<file path="src/core/fsps_pkg.sv">
package fsps_pkg;
   localparam int AW = 19;
   localparam int DW = 16;
   localparam int RAW = 5;
   // Software register offsets
   localparam logic [RAW-1:0] R_CTRL  = 5'h00;
   localparam logic [RAW-1:0] R_ADDR  = 5'h04;
   localparam logic [RAW-1:0] R_WDATA = 5'h08;
   localparam logic [RAW-1:0] R_STAT  = 5'h0c;
   localparam logic [RAW-1:0] R_RDATA = 5'h10;
   // Status bit positions
   localparam int ST_BUSY = 0;
   localparam int ST_FAIL = 1;
   localparam int ST_REF  = 2;
   localparam int ST_LOCK = 3;
   localparam int ST_RDY  = 4;
   localparam int ST_CFG  = 5;
   localparam int ST_PWR  = 6;
   localparam int ST_SUSP = 7;
   // Timing
   localparam int CLK_MHZ   = 250;
   localparam int T_WP_NS   = 40;
   localparam int T_ACC_NS  = 70;
   localparam int T_SUSP_US = 20;
   localparam int T_PWR_MS  = 10;
   localparam int WP_CYC    = (T_WP_NS * CLK_MHZ + 999) / 1000;
   localparam int RD_CYC    = (T_ACC_NS * CLK_MHZ + 999) / 1000 + 2;
   localparam int SUSP_CYC  = T_SUSP_US * CLK_MHZ;
   localparam int PWR_CYC   = T_PWR_MS * 1000 * CLK_MHZ;
   // Flash addresses and command codes
   localparam logic [AW-1:0] A_UNL1  = 19'h00555;
   localparam logic [AW-1:0] A_UNL2  = 19'h00aaa;
   localparam logic [AW-1:0] A_CFI   = 19'h00055;
   localparam logic [AW-1:0] A_PRB   = 19'h00080;
   localparam logic [7:0]    PRA_LO  = 8'h81;
   localparam logic [7:0]    PRA_HI  = 8'h84;
   localparam logic [7:0]    D_AA    = 8'haa;
   localparam logic [7:0]    D_55    = 8'h55;
   localparam logic [7:0]    D_PROG  = 8'ha0;
   localparam logic [7:0]    D_SUSP  = 8'hb0;
   localparam logic [7:0]    D_RES   = 8'h30;
   localparam logic [7:0]    D_IDEN  = 8'h90;
   localparam logic [7:0]    D_IDEX  = 8'hf0;
   localparam logic [7:0]    D_PR    = 8'hc0;
   localparam logic [7:0]    D_CFG   = 8'hd0;
   localparam logic [7:0]    D_CFI   = 8'h98;
   localparam logic [7:0]    D_LOCK  = 8'h00;

   typedef enum logic [3:0] {
      C_READ = 4'h0, C_PROG = 4'h1, C_SUSP = 4'h2, C_RES = 4'h3,
      C_IDEN = 4'h4, C_IDEX = 4'h5, C_PRPROG = 4'h6, C_PRLOCK = 4'h7,
      C_BSTAT = 4'h8, C_SETCFG = 4'h9, C_CFI = 4'ha
   } fsps_cmd_t;

   typedef enum logic [2:0] {
      S_IDLE = 3'b000, S_WSET = 3'b001, S_WPUL = 3'b010, S_WREC = 3'b011,
      S_RPUL = 3'b100, S_RCAP = 3'b101, S_WAIT = 3'b110
   } fsps_state_t;

   typedef struct packed {
      logic [AW-1:0] addr;
      logic [DW-1:0] dq;
      logic          dq_oe;
      logic          ce_n;
      logic          oe_n;
      logic          we_n;
   } fsps_pins_t;

   typedef struct packed {
      logic [AW-1:0] addr;
      logic [DW-1:0] data;
   } fsps_cyc_t;
endpackage

</file>
<file path="src/core/fsps_host.sv">
// What this block does
// RULE_01: Suspend halts programming within 20 us; host waits that long afterward.
// RULE_02: While programming is suspended, other sectors read as normal array data.
// RULE_03: Suspend and resume are single writes, address ignored, shared with erase.
// RULE_04: Identification codes match for pin and software entry methods.
// RULE_05: Protection register is 128 bits in two 64-bit blocks A and B.
// RULE_06: Block A holds a factory number and can never be changed.
// RULE_07: Block B data is written by the four-cycle protection program sequence.
// RULE_08: Block B lock is four cycles with block_lock_flag zero in the last.
// RULE_09: Block B status query reads block_lock_flag low when locked.
// RULE_10: Protection register reads follow the identification entry sequence.
// RULE_11: Identification exit must follow protection reads or block B status query.
// RULE_12: Open-drain completion output stays low during internal program or erase.
// RULE_13: One write of 98h at 55h enters CFI query mode.
// RULE_14: CFI query is accepted from read state or identification mode.
// RULE_15: CFI mode lasts until the identification exit command.
// RULE_16: Write cycles are inhibited with output gate low, select high, strobe high.
// RULE_17: Programming is allowed only about 10 ms after power-on.
// RULE_18: failure_status_bit rises on timeout or protected-sector program or erase.
// RULE_19: After failure_status_bit is seen, recheck the toggle bit once more.
// RULE_20: Erase-suspended sector reads give fixed status with completion released.
// RULE_21: Programming during erase suspend reports normal status with toggling line 2.
// RULE_22: Program-suspended sector reads give fixed status with completion released.
// RULE_23: Both suspended, other sectors return true data, completion released.
// RULE_24: Configuration 00 polling gives complement of bit 7 while programming.
// RULE_25: Configuration 01 poll_status_bit is low while busy, high when done.
// RULE_26: alternating_status_bit alternates on reads while an operation is active.
// RULE_27: Configuration 00 returns to read mode; 01 waits for identification exit.
module fsps_host
   import fsps_pkg::*;
#(
   parameter int P_SUSP = fsps_pkg::SUSP_CYC,
   parameter int P_PWR  = fsps_pkg::PWR_CYC
) (
   // Clock and reset
   input  wire logic                   clk,
   input  wire logic                   arst_n,
   // Software port
   input  wire logic [fsps_pkg::RAW-1:0] sw_addr,
   input  wire logic [31:0]            sw_wdata,
   input  wire logic                   sw_wr,
   input  wire logic                   sw_rd,
   output logic      [31:0]            sw_rdata,
   // Flash pins
   output fsps_pkg::fsps_pins_t        fl_o,
   input  wire logic [fsps_pkg::DW-1:0] fl_dq_i,
   input  wire logic                   fl_rdy_i
);
   import fsps_pkg::*;

   localparam int CW = 22;
   if (P_SUSP < 1 || P_PWR < 1 || P_SUSP >= 2**CW || P_PWR >= 2**CW
       || WP_CYC < 1) begin : g_bad_param
      $error("fsps_host: counts out of range");
   end

   function automatic logic [2:0] nwr(input fsps_cmd_t c);
      case (c)
         C_READ:                      nwr = 3'h0;
         C_SUSP, C_RES, C_IDEX, C_CFI: nwr = 3'h1;
         C_IDEN, C_BSTAT:             nwr = 3'h3;
         default:                     nwr = 3'h4;
      endcase
   endfunction

   function automatic fsps_cyc_t seq(input fsps_cmd_t c, input logic [2:0] i,
                                     input logic [AW-1:0] a, input logic [DW-1:0] w);
      logic [7:0] code;
      code = D_PROG;
      case (c)
         C_PRPROG, C_PRLOCK: code = D_PR;
         C_IDEN, C_BSTAT:    code = D_IDEN; // RULE_10
         C_SETCFG:           code = D_CFG;
         default:            code = D_PROG;
      endcase
      seq = '{addr: A_UNL1, data: {8'h00, D_AA}};
      if (nwr(c) == 3'h1) begin
         case (c)
            C_SUSP:  seq = '{addr: '0, data: {8'h00, D_SUSP}}; // RULE_03
            C_RES:   seq = '{addr: '0, data: {8'h00, D_RES}}; // RULE_03
            C_CFI:   seq = '{addr: A_CFI, data: {8'h00, D_CFI}}; // RULE_13
            default: seq = '{addr: '0, data: {8'h00, D_IDEX}}; // RULE_15
         endcase
      end else if (i == 3'h1) begin
         seq = '{addr: A_UNL2, data: {8'h00, D_55}};
      end else if (i == 3'h2) begin
         seq = '{addr: A_UNL1, data: {8'h00, code}};
      end else if (i == 3'h3) begin
         case (c)
            C_PRLOCK: seq = '{addr: A_PRB, data: {8'h00, D_LOCK}}; // RULE_08
            C_SETCFG: seq = '{addr: '0, data: {15'h0000, w[0]}};
            default:  seq = '{addr: a, data: w}; // RULE_07
         endcase
      end
   endfunction

   // Pin synchronisers
   logic [DW-1:0] dq_m_q, dq_s_q;
   logic          rdy_m_q, rdy_s_q;
   always_ff @(posedge clk or negedge arst_n) begin
      if (!arst_n) begin
         dq_m_q  <= '0;
         dq_s_q  <= '0;
         rdy_m_q <= 1'b0;
         rdy_s_q <= 1'b0;
      end else begin
         dq_m_q  <= fl_dq_i;
         dq_s_q  <= dq_m_q;
         rdy_m_q <= fl_rdy_i;
         rdy_s_q <= rdy_m_q;
      end
   end

   // Engine state
   fsps_state_t   st_q, st_d;
   fsps_cmd_t     cmd_q, cmd_d;
   fsps_pins_t    pins_q, pins_d;
   fsps_cyc_t     cyc;
   logic [2:0]    idx_q, idx_d;
   logic [CW-1:0] cnt_q, cnt_d, pwr_q, pwr_d;
   logic [AW-1:0] addr_q, addr_d;
   logic [DW-1:0] wdat_q, wdat_d, rdat_q, rdat_d;
   logic          fail_q, fail_d, ref_q, ref_d, lock_q, lock_d, cfg_q, cfg_d;
   logic          susp_q, susp_d, prev_q, prev_d, have_q, have_d, fseen_q, fseen_d;
   logic          pwr_ok_q, pwr_ok_d;
   logic [31:0]   rdata_q, rdata_d;
   logic [7:0]    stat;
   logic          ctrl_wr, prog_type, blk_a;
   fsps_cmd_t     new_cmd;

   assign sw_rdata = rdata_q;
   assign fl_o     = pins_q;
   assign stat     = {susp_q, pwr_ok_q, cfg_q, rdy_s_q, lock_q, ref_q, fail_q,
                      st_q != S_IDLE};

   always_comb begin
      st_d     = st_q;
      cmd_d    = cmd_q;
      idx_d    = idx_q;
      addr_d   = addr_q;
      wdat_d   = wdat_q;
      rdat_d   = rdat_q;
      fail_d   = fail_q;
      ref_d    = ref_q;
      lock_d   = lock_q;
      cfg_d    = cfg_q;
      susp_d   = susp_q;
      prev_d   = prev_q;
      have_d   = have_q;
      fseen_d  = fseen_q;
      pwr_d    = pwr_q;
      pwr_ok_d = pwr_ok_q;
      pins_d   = '{addr: pins_q.addr, dq: '0, dq_oe: 1'b0, ce_n: 1'b1, oe_n: 1'b1,
                   we_n: 1'b1};
      cyc       = seq(cmd_q, idx_q, addr_q, wdat_q);
      ctrl_wr   = sw_wr && sw_addr == R_CTRL;
      new_cmd   = fsps_cmd_t'(sw_wdata[3:0]);
      prog_type = new_cmd inside {C_PROG, C_PRPROG, C_PRLOCK};
      blk_a     = addr_q[AW-1:8] == '0 && addr_q[7:0] >= PRA_LO && addr_q[7:0] <= PRA_HI;
      if (!pwr_ok_q) begin
         pwr_d    = pwr_q + 1'b1;
         pwr_ok_d = pwr_q == CW'(P_PWR - 1); // RULE_17
      end
      if (sw_wr && sw_addr == R_ADDR && st_q == S_IDLE) begin
         addr_d = sw_wdata[AW-1:0];
      end
      if (sw_wr && sw_addr == R_WDATA && st_q == S_IDLE) begin
         wdat_d = sw_wdata[DW-1:0];
      end
      unique case (st_q)
         S_IDLE: begin
            if (ctrl_wr) begin
               if (sw_wdata[3:0] > C_CFI || (prog_type && !pwr_ok_q) // RULE_17
                   || (new_cmd == C_PRPROG && blk_a)) begin // RULE_06
                  ref_d = 1'b1;
               end else begin
                  ref_d  = 1'b0;
                  fail_d = 1'b0;
                  cmd_d  = new_cmd;
                  idx_d  = 3'h0;
                  st_d   = (new_cmd == C_READ) ? S_RPUL : S_WSET; // RULE_02
               end
            end
         end
         S_WSET: begin
            pins_d = '{addr: cyc.addr, dq: cyc.data, dq_oe: 1'b1, ce_n: 1'b0,
                       oe_n: 1'b1, we_n: 1'b1};
            st_d   = S_WPUL;
         end
         S_WPUL: begin
            pins_d = '{addr: cyc.addr, dq: cyc.data, dq_oe: 1'b1, ce_n: 1'b0,
                       oe_n: 1'b1, we_n: 1'b0}; // RULE_16
            if (cnt_q == CW'(WP_CYC - 1)) begin
               st_d = S_WREC;
            end
         end
         S_WREC: begin
            if (idx_q + 3'h1 < nwr(cmd_q)) begin
               idx_d = idx_q + 3'h1;
               st_d  = S_WSET;
            end else begin
               st_d = S_IDLE;
               case (cmd_q)
                  C_PROG, C_PRPROG, C_PRLOCK: begin
                     have_d  = 1'b0;
                     fseen_d = 1'b0;
                     st_d    = S_RPUL;
                  end
                  C_SUSP: begin
                     susp_d = 1'b1;
                     st_d   = S_WAIT; // RULE_01
                  end
                  C_RES:    susp_d = 1'b0; // RULE_03
                  C_BSTAT:  st_d = S_RPUL;
                  C_SETCFG: cfg_d = wdat_q[0];
                  default:  st_d = S_IDLE;
               endcase
            end
         end
         S_RPUL: begin
            pins_d.ce_n = 1'b0;
            pins_d.oe_n = 1'b0;
            pins_d.addr = (cmd_q inside {C_BSTAT, C_PRLOCK}) ? A_PRB : addr_q;
            if (cnt_q == CW'(RD_CYC - 1)) begin
               st_d = S_RCAP;
            end
         end
         S_RCAP: begin
            st_d = S_RPUL;
            if (cmd_q == C_READ) begin
               rdat_d = dq_s_q;
               st_d   = S_IDLE;
            end else if (cmd_q == C_BSTAT) begin
               rdat_d = dq_s_q;
               lock_d = !dq_s_q[1]; // RULE_09
               cmd_d  = C_IDEX; // RULE_11
               idx_d  = 3'h0;
               st_d   = S_WSET;
            end else if (!have_q) begin
               have_d = 1'b1;
               prev_d = dq_s_q[6];
            end else begin
               prev_d = dq_s_q[6];
               if (dq_s_q[6] == prev_q && rdy_s_q) begin // RULE_26 RULE_12
                  rdat_d = dq_s_q;
                  cmd_d  = C_IDEX;
                  idx_d  = 3'h0;
                  st_d   = cfg_q ? S_WSET : S_IDLE; // RULE_27
               end else if (dq_s_q[6] != prev_q && dq_s_q[5]) begin // RULE_18
                  if (fseen_q) begin
                     fail_d = 1'b1;
                     cmd_d  = C_IDEX;
                     idx_d  = 3'h0;
                     st_d   = S_WSET;
                  end else begin
                     fseen_d = 1'b1; // RULE_19
                  end
               end
            end
         end
         S_WAIT: begin
            if (cnt_q == CW'(P_SUSP - 1)) begin
               st_d = S_IDLE;
            end
         end
         default: st_d = S_IDLE;
      endcase
      if (ctrl_wr && st_q != S_IDLE) begin
         ref_d = 1'b1;
      end
      cnt_d = (st_d != st_q) ? '0 : cnt_q + 1'b1;
      rdata_d = '0;
      if (sw_rd) begin
         case (sw_addr)
            R_CTRL:  rdata_d = {28'h0000000, cmd_q};
            R_ADDR:  rdata_d = {13'h0000, addr_q};
            R_WDATA: rdata_d = {16'h0000, wdat_q};
            R_STAT:  rdata_d = {24'h000000, stat};
            R_RDATA: rdata_d = {16'h0000, rdat_q};
            default: rdata_d = '0;
         endcase
      end
   end

   always_ff @(posedge clk or negedge arst_n) begin
      if (!arst_n) begin
         st_q     <= S_IDLE;
         cmd_q    <= C_READ;
         idx_q    <= 3'h0;
         cnt_q    <= '0;
         pwr_q    <= '0;
         pwr_ok_q <= 1'b0;
         addr_q   <= '0;
         wdat_q   <= '0;
         rdat_q   <= '0;
         fail_q   <= 1'b0;
         ref_q    <= 1'b0;
         lock_q   <= 1'b0;
         cfg_q    <= 1'b0;
         susp_q   <= 1'b0;
         prev_q   <= 1'b0;
         have_q   <= 1'b0;
         fseen_q  <= 1'b0;
         pins_q   <= '{addr: '0, dq: '0, dq_oe: 1'b0, ce_n: 1'b1, oe_n: 1'b1,
                       we_n: 1'b1};
         rdata_q  <= '0;
      end else begin
         st_q     <= st_d;
         cmd_q    <= cmd_d;
         idx_q    <= idx_d;
         cnt_q    <= cnt_d;
         pwr_q    <= pwr_d;
         pwr_ok_q <= pwr_ok_d;
         addr_q   <= addr_d;
         wdat_q   <= wdat_d;
         rdat_q   <= rdat_d;
         fail_q   <= fail_d;
         ref_q    <= ref_d;
         lock_q   <= lock_d;
         cfg_q    <= cfg_d;
         susp_q   <= susp_d;
         prev_q   <= prev_d;
         have_q   <= have_d;
         fseen_q  <= fseen_d;
         pins_q   <= pins_d;
         rdata_q  <= rdata_d;
      end
   end
endmodule // fsps_host

</file>
<file path="config.mk">
export PLATFORM = sky130hd
export DESIGN_NAME = fsps_host
export DESIGN_NICKNAME = d
export VERILOG_FILES = /design/src/core/fsps_pkg.sv /design/src/core/fsps_host.sv
export SDC_FILE = /design/constraint.sdc
export NUM_CORES = 1
export LEC_CHECK = 0
export ABC_CLOCK_PERIOD_IN_PS = 3000
export BUFFER_PORTS_ARGS = -buffer_cell sky130_fd_sc_hd__buf_2
export CORE_ASPECT_RATIO = 1.25
export CORE_MARGIN = 2
export CORE_UTILIZATION = 50
export DETAILED_ROUTE_END_ITERATION = 10
export GPL_ROUTABILITY_DRIVEN = 1
export PLACE_DENSITY = 0.75
export SLEW_MARGIN = 15
export SYNTH_ARGS = -nofsm -noshare
export SYNTH_HDL_FRONTEND = slang
export SYNTH_SLANG_ARGS = --single-unit
export TNS_END_PERCENT = 1
</file>
<file path="constraint.sdc">
create_clock -name clk -period 3 [get_ports clk]
set_input_delay 0.15 -clock clk [delete_from_list [all_inputs] [get_ports clk]]
set_output_delay 0.15 -clock clk [all_outputs]
set_load 0.01 [all_outputs]
</file>
==> impl_metrics.json <==
{
  "p_sw_uw": 2490,
  "multi_input_area_um2": 3710,
  "start_util_pct": 50.8,
  "antenna_found_initial": 1,
  "first_pass_iters": 5,
  "cts.clk_slew.worst_paths_ns": 0.06,
  "die_x_um": 125,
  "vdd_ir_drop_max_uv": 506,
  "met1_usage_pct": 27.7,
  "grt_pass1_vias": 6808,
  "cts_tree": "built",
  "grt_usage_pct": 21.8,
  "crit_slowest_cell": "dfrtp_1",
  "cp_common_cell": "ha_1",
  "synth_seq_cells": 206,
  "syn_to_final_growth_pct": 18.7,
  "final_cell_mix": "dfrtp_1, buf_2, nand2_1",
  "synth_edf_count": 0,
  "crit_start": "idx_q[0]",
  "hold_buffers": 36,
  "drv_slew": 0,
  "status": "finished, final reports clean",
  "p_int_uw": 5360,
  "wl_um": 20700,
  "start_kind": "register",
  "num_io_pins": 129,
  "tightest_slew_ns": 0.700,
  "netlist_area_um2": 9170,
  "portBuffers": 102,
  "gp_congestion": 0.936,
  "pwr-share-comb_pct": 23.9,
  "synth.distinct_cells": 80,
  "cts_resized": 0,
  "hold_viol_final": 0,
  "seq_area_frac_synth_pct": 56.3,
  "slew-limit-headroom_pct": 53.3,
  "min_from": "sw_wdata[1]",
  "grt_max_degree": 89,
  "clockPowerShare_pct": 32.0,
  "finalSetupTns_ns": 0,
  "ys.warnings.count": 0,
  "hold_path_class": "in2reg",
  "via_per_inst": 5.70,
  "drtIter0Drc": 494,
  "cts-htree-levels": 1,
  "grt_pass1_wl_um": 34700,
  "total_power_uw": 7840,
  "critical_path.n_buffers_inverters": 2,
  "rsz0062_at_grt": "false",
  "critPathTopFamily": "adder cells",
  "yosys_most_used_dff": "dfrtp_1",
  "period_share_pct": 89.5,
  "timing.rr.start": "idx_q[0]",
  "cp_max_fo": 22,
  "die_h_um": 155,
  "clockRootBuffer": "clkbuf_16",
  "hpwl_um": 14300,
  "cpPeakStageDelay_ns": 0.45,
  "synthCells": 789,
  "layout_commonest_cell": "dfrtp_1",
  "maxCapViolCount": 0,
  "drc": 0,
  "p_seq_share_pct": 44.1,
  "overflow": 0,
  "die_area_um2": 19400,
  "layout_min_cycle_time_ns": 2.68,
  "synth-async-reset-ratio_pct": 100,
  "critPathCaptureType": "register",
  "coreArea_um2": 18000,
  "fin_skew_ns": 0.0160,
  "swShare_pct": 31.7,
  "worstPathRequired_ns": 3.40,
  "grtUsageMet2_pct": 37.4,
  "top_usage_layer": "met2",
  "power_leakage_uw": 0.00513,
  "wl_per_cell_um": 17.7,
  "setup_viol": 0,
  "ff_latch_area_um2": 5160,
  "clk_path_buf_depth": 3,
  "power_density_nw_per_um2": 721,
  "final_nets": 997,
  "clk-insertion-delay-late_ns": 0.50,
  "ant_nets": 0,
  "worstSetupPathType": "reg2reg",
  "fmaxAchievable_mhz": 373,
  "nFillCells": 1459,
  "post_cts_buffers": 0,
  "arrival_ns": 3.09,
  "drive_gt1_share_pct": 25.8,
  "clock-sinks": 206,
  "dr_total_vias": 6686,
  "grt.met3_usage_pct": 2.72,
  "cts_made_buffers": 21,
  "syn_area_per_cell_um2": 11.6,
  "rows": 55,
  "crit_path_cell_trace": "ha_1 > ha_1 > inv_1 > ha_1 > or2_2 > o21a_4 > a211oi_4 > o31ai_4 > buf_4 > nor3_1"
}
-- synthesized netlist by cell type, types with 9 or more instances --
cell        n  area [µm²]
mux2_2     52         586
nor3_2     20         200
nand2_1    63         236
nor3_1     15        75.1
ha_1        9         113
xor2_1     20         175
buf_2      15        75.1
nor2_1     56         210
and3_1     10        62.6
and2_1     12        75.1
a21oi_1    37         185
buf_4      17         128
xnor2_1    25         219
dfrtp_1   203        5080
o21ai_0    22         110
a222oi_1   12         120
nand3_1    17        85.1
nand4_1    18         113
a22oi_1    11        82.6
inv_1      14        52.6
-- worst reg2reg max path, stage by stage, from the launching register on --
cell and delay, ns:
dfrtp_1 0.45, ha_1 0.23, ha_1 0.29, inv_1 0.05
ha_1 0.21, or2_2 0.33, o21a_4 0.23, a211oi_4 0.27
o31ai_4 0.07, buf_4 0.25, nor3_1 0.22
-- power by group through the flow --
stage / Combinational (µW) / Sequential (µW) / Clock, µW
floorplan: 1400 / 3400 / 0
global placement: 1790 / 3480 / 0
finish: 1870 / 3460 / 2510
detailed placement: 1820 / 3500 / 0
CTS: 1870 / 3450 / 2560
global route: 2080 / 3500 / 2680
-- layout make-up --
cell class | count | area share (%)
antenna | 1 | 0.0230
clock buffer | 32 | 5.21
clock inverter | 5 | 0.747
inverter | 17 | 0.586
multi-input combinational | 531 | 34.1
sequential | 206 | 47.4
tap | 228 | 2.62
timing repair buffer | 153 | 9.35
-- flip-flops by register name, summed over array words and instances, names as in the netlist, 16 cells and up --
name	cells
wdat_q	16
pwr_q	22
dq_m_q	16
fl_o	39
sw_rdata	19
cnt_q	22
addr_q	19
rdat_q	16
dq_s_q	16
-- final timing paths --
path	endpoint	slack, ns	cells after the start
max reg2reg	cnt_q[2]	0.32	10
min	cmd_q[1]	0.02	3
max	cnt_q[2]	0.32	10
min reg2reg	rdy_s_q	0.35	0
min in group asynchronous	dq_m_q[13]	0.26	2
max in group asynchronous	fl_o[0]	1.92	3
-- routing by layer --
layer  part of all wire [%]  wire length, µm
met1                     41             8550
met2                     50            10300
met3                    4.8             1010
met4                    4.1              850
met5                      0                0
-- logic make-up (layout without fill, tap and decap cells) --
group	count (synthesis)	count (layout)	share of synthesized area (%)
buffers and inverters	64	207	3.80
adders and majority gates	9	9	1.23
and+or+nand+nor	270	270	16.8
muxes	52	52	6.39
xor gates and xnor gates	45	45	4.30
DFF	206	206	56.3
other	1	14	0.0409
AOI/OAI and AO/OA	142	142	11.2
-- through the flow --
step	cells	worst slack, ns	utilization, %	instance area (µm²)	hold WS [ns]
2_1_floorplan	801	0.365	-	9210	-0.146
3_3_place_gp	1099	0.372	54.7	9870	0.255
3_5_place_dp	1099	0.330	54.7	9870	0.259
4_1_cts	1172	0.313	60.3	10900	0.00989
5_1_grt	1173	0.188	60.4	10900	0.0309
6_report	1173	0.316	60.4	10900	0.0239
Note: power is estimated with default switching activity, not from simulation.
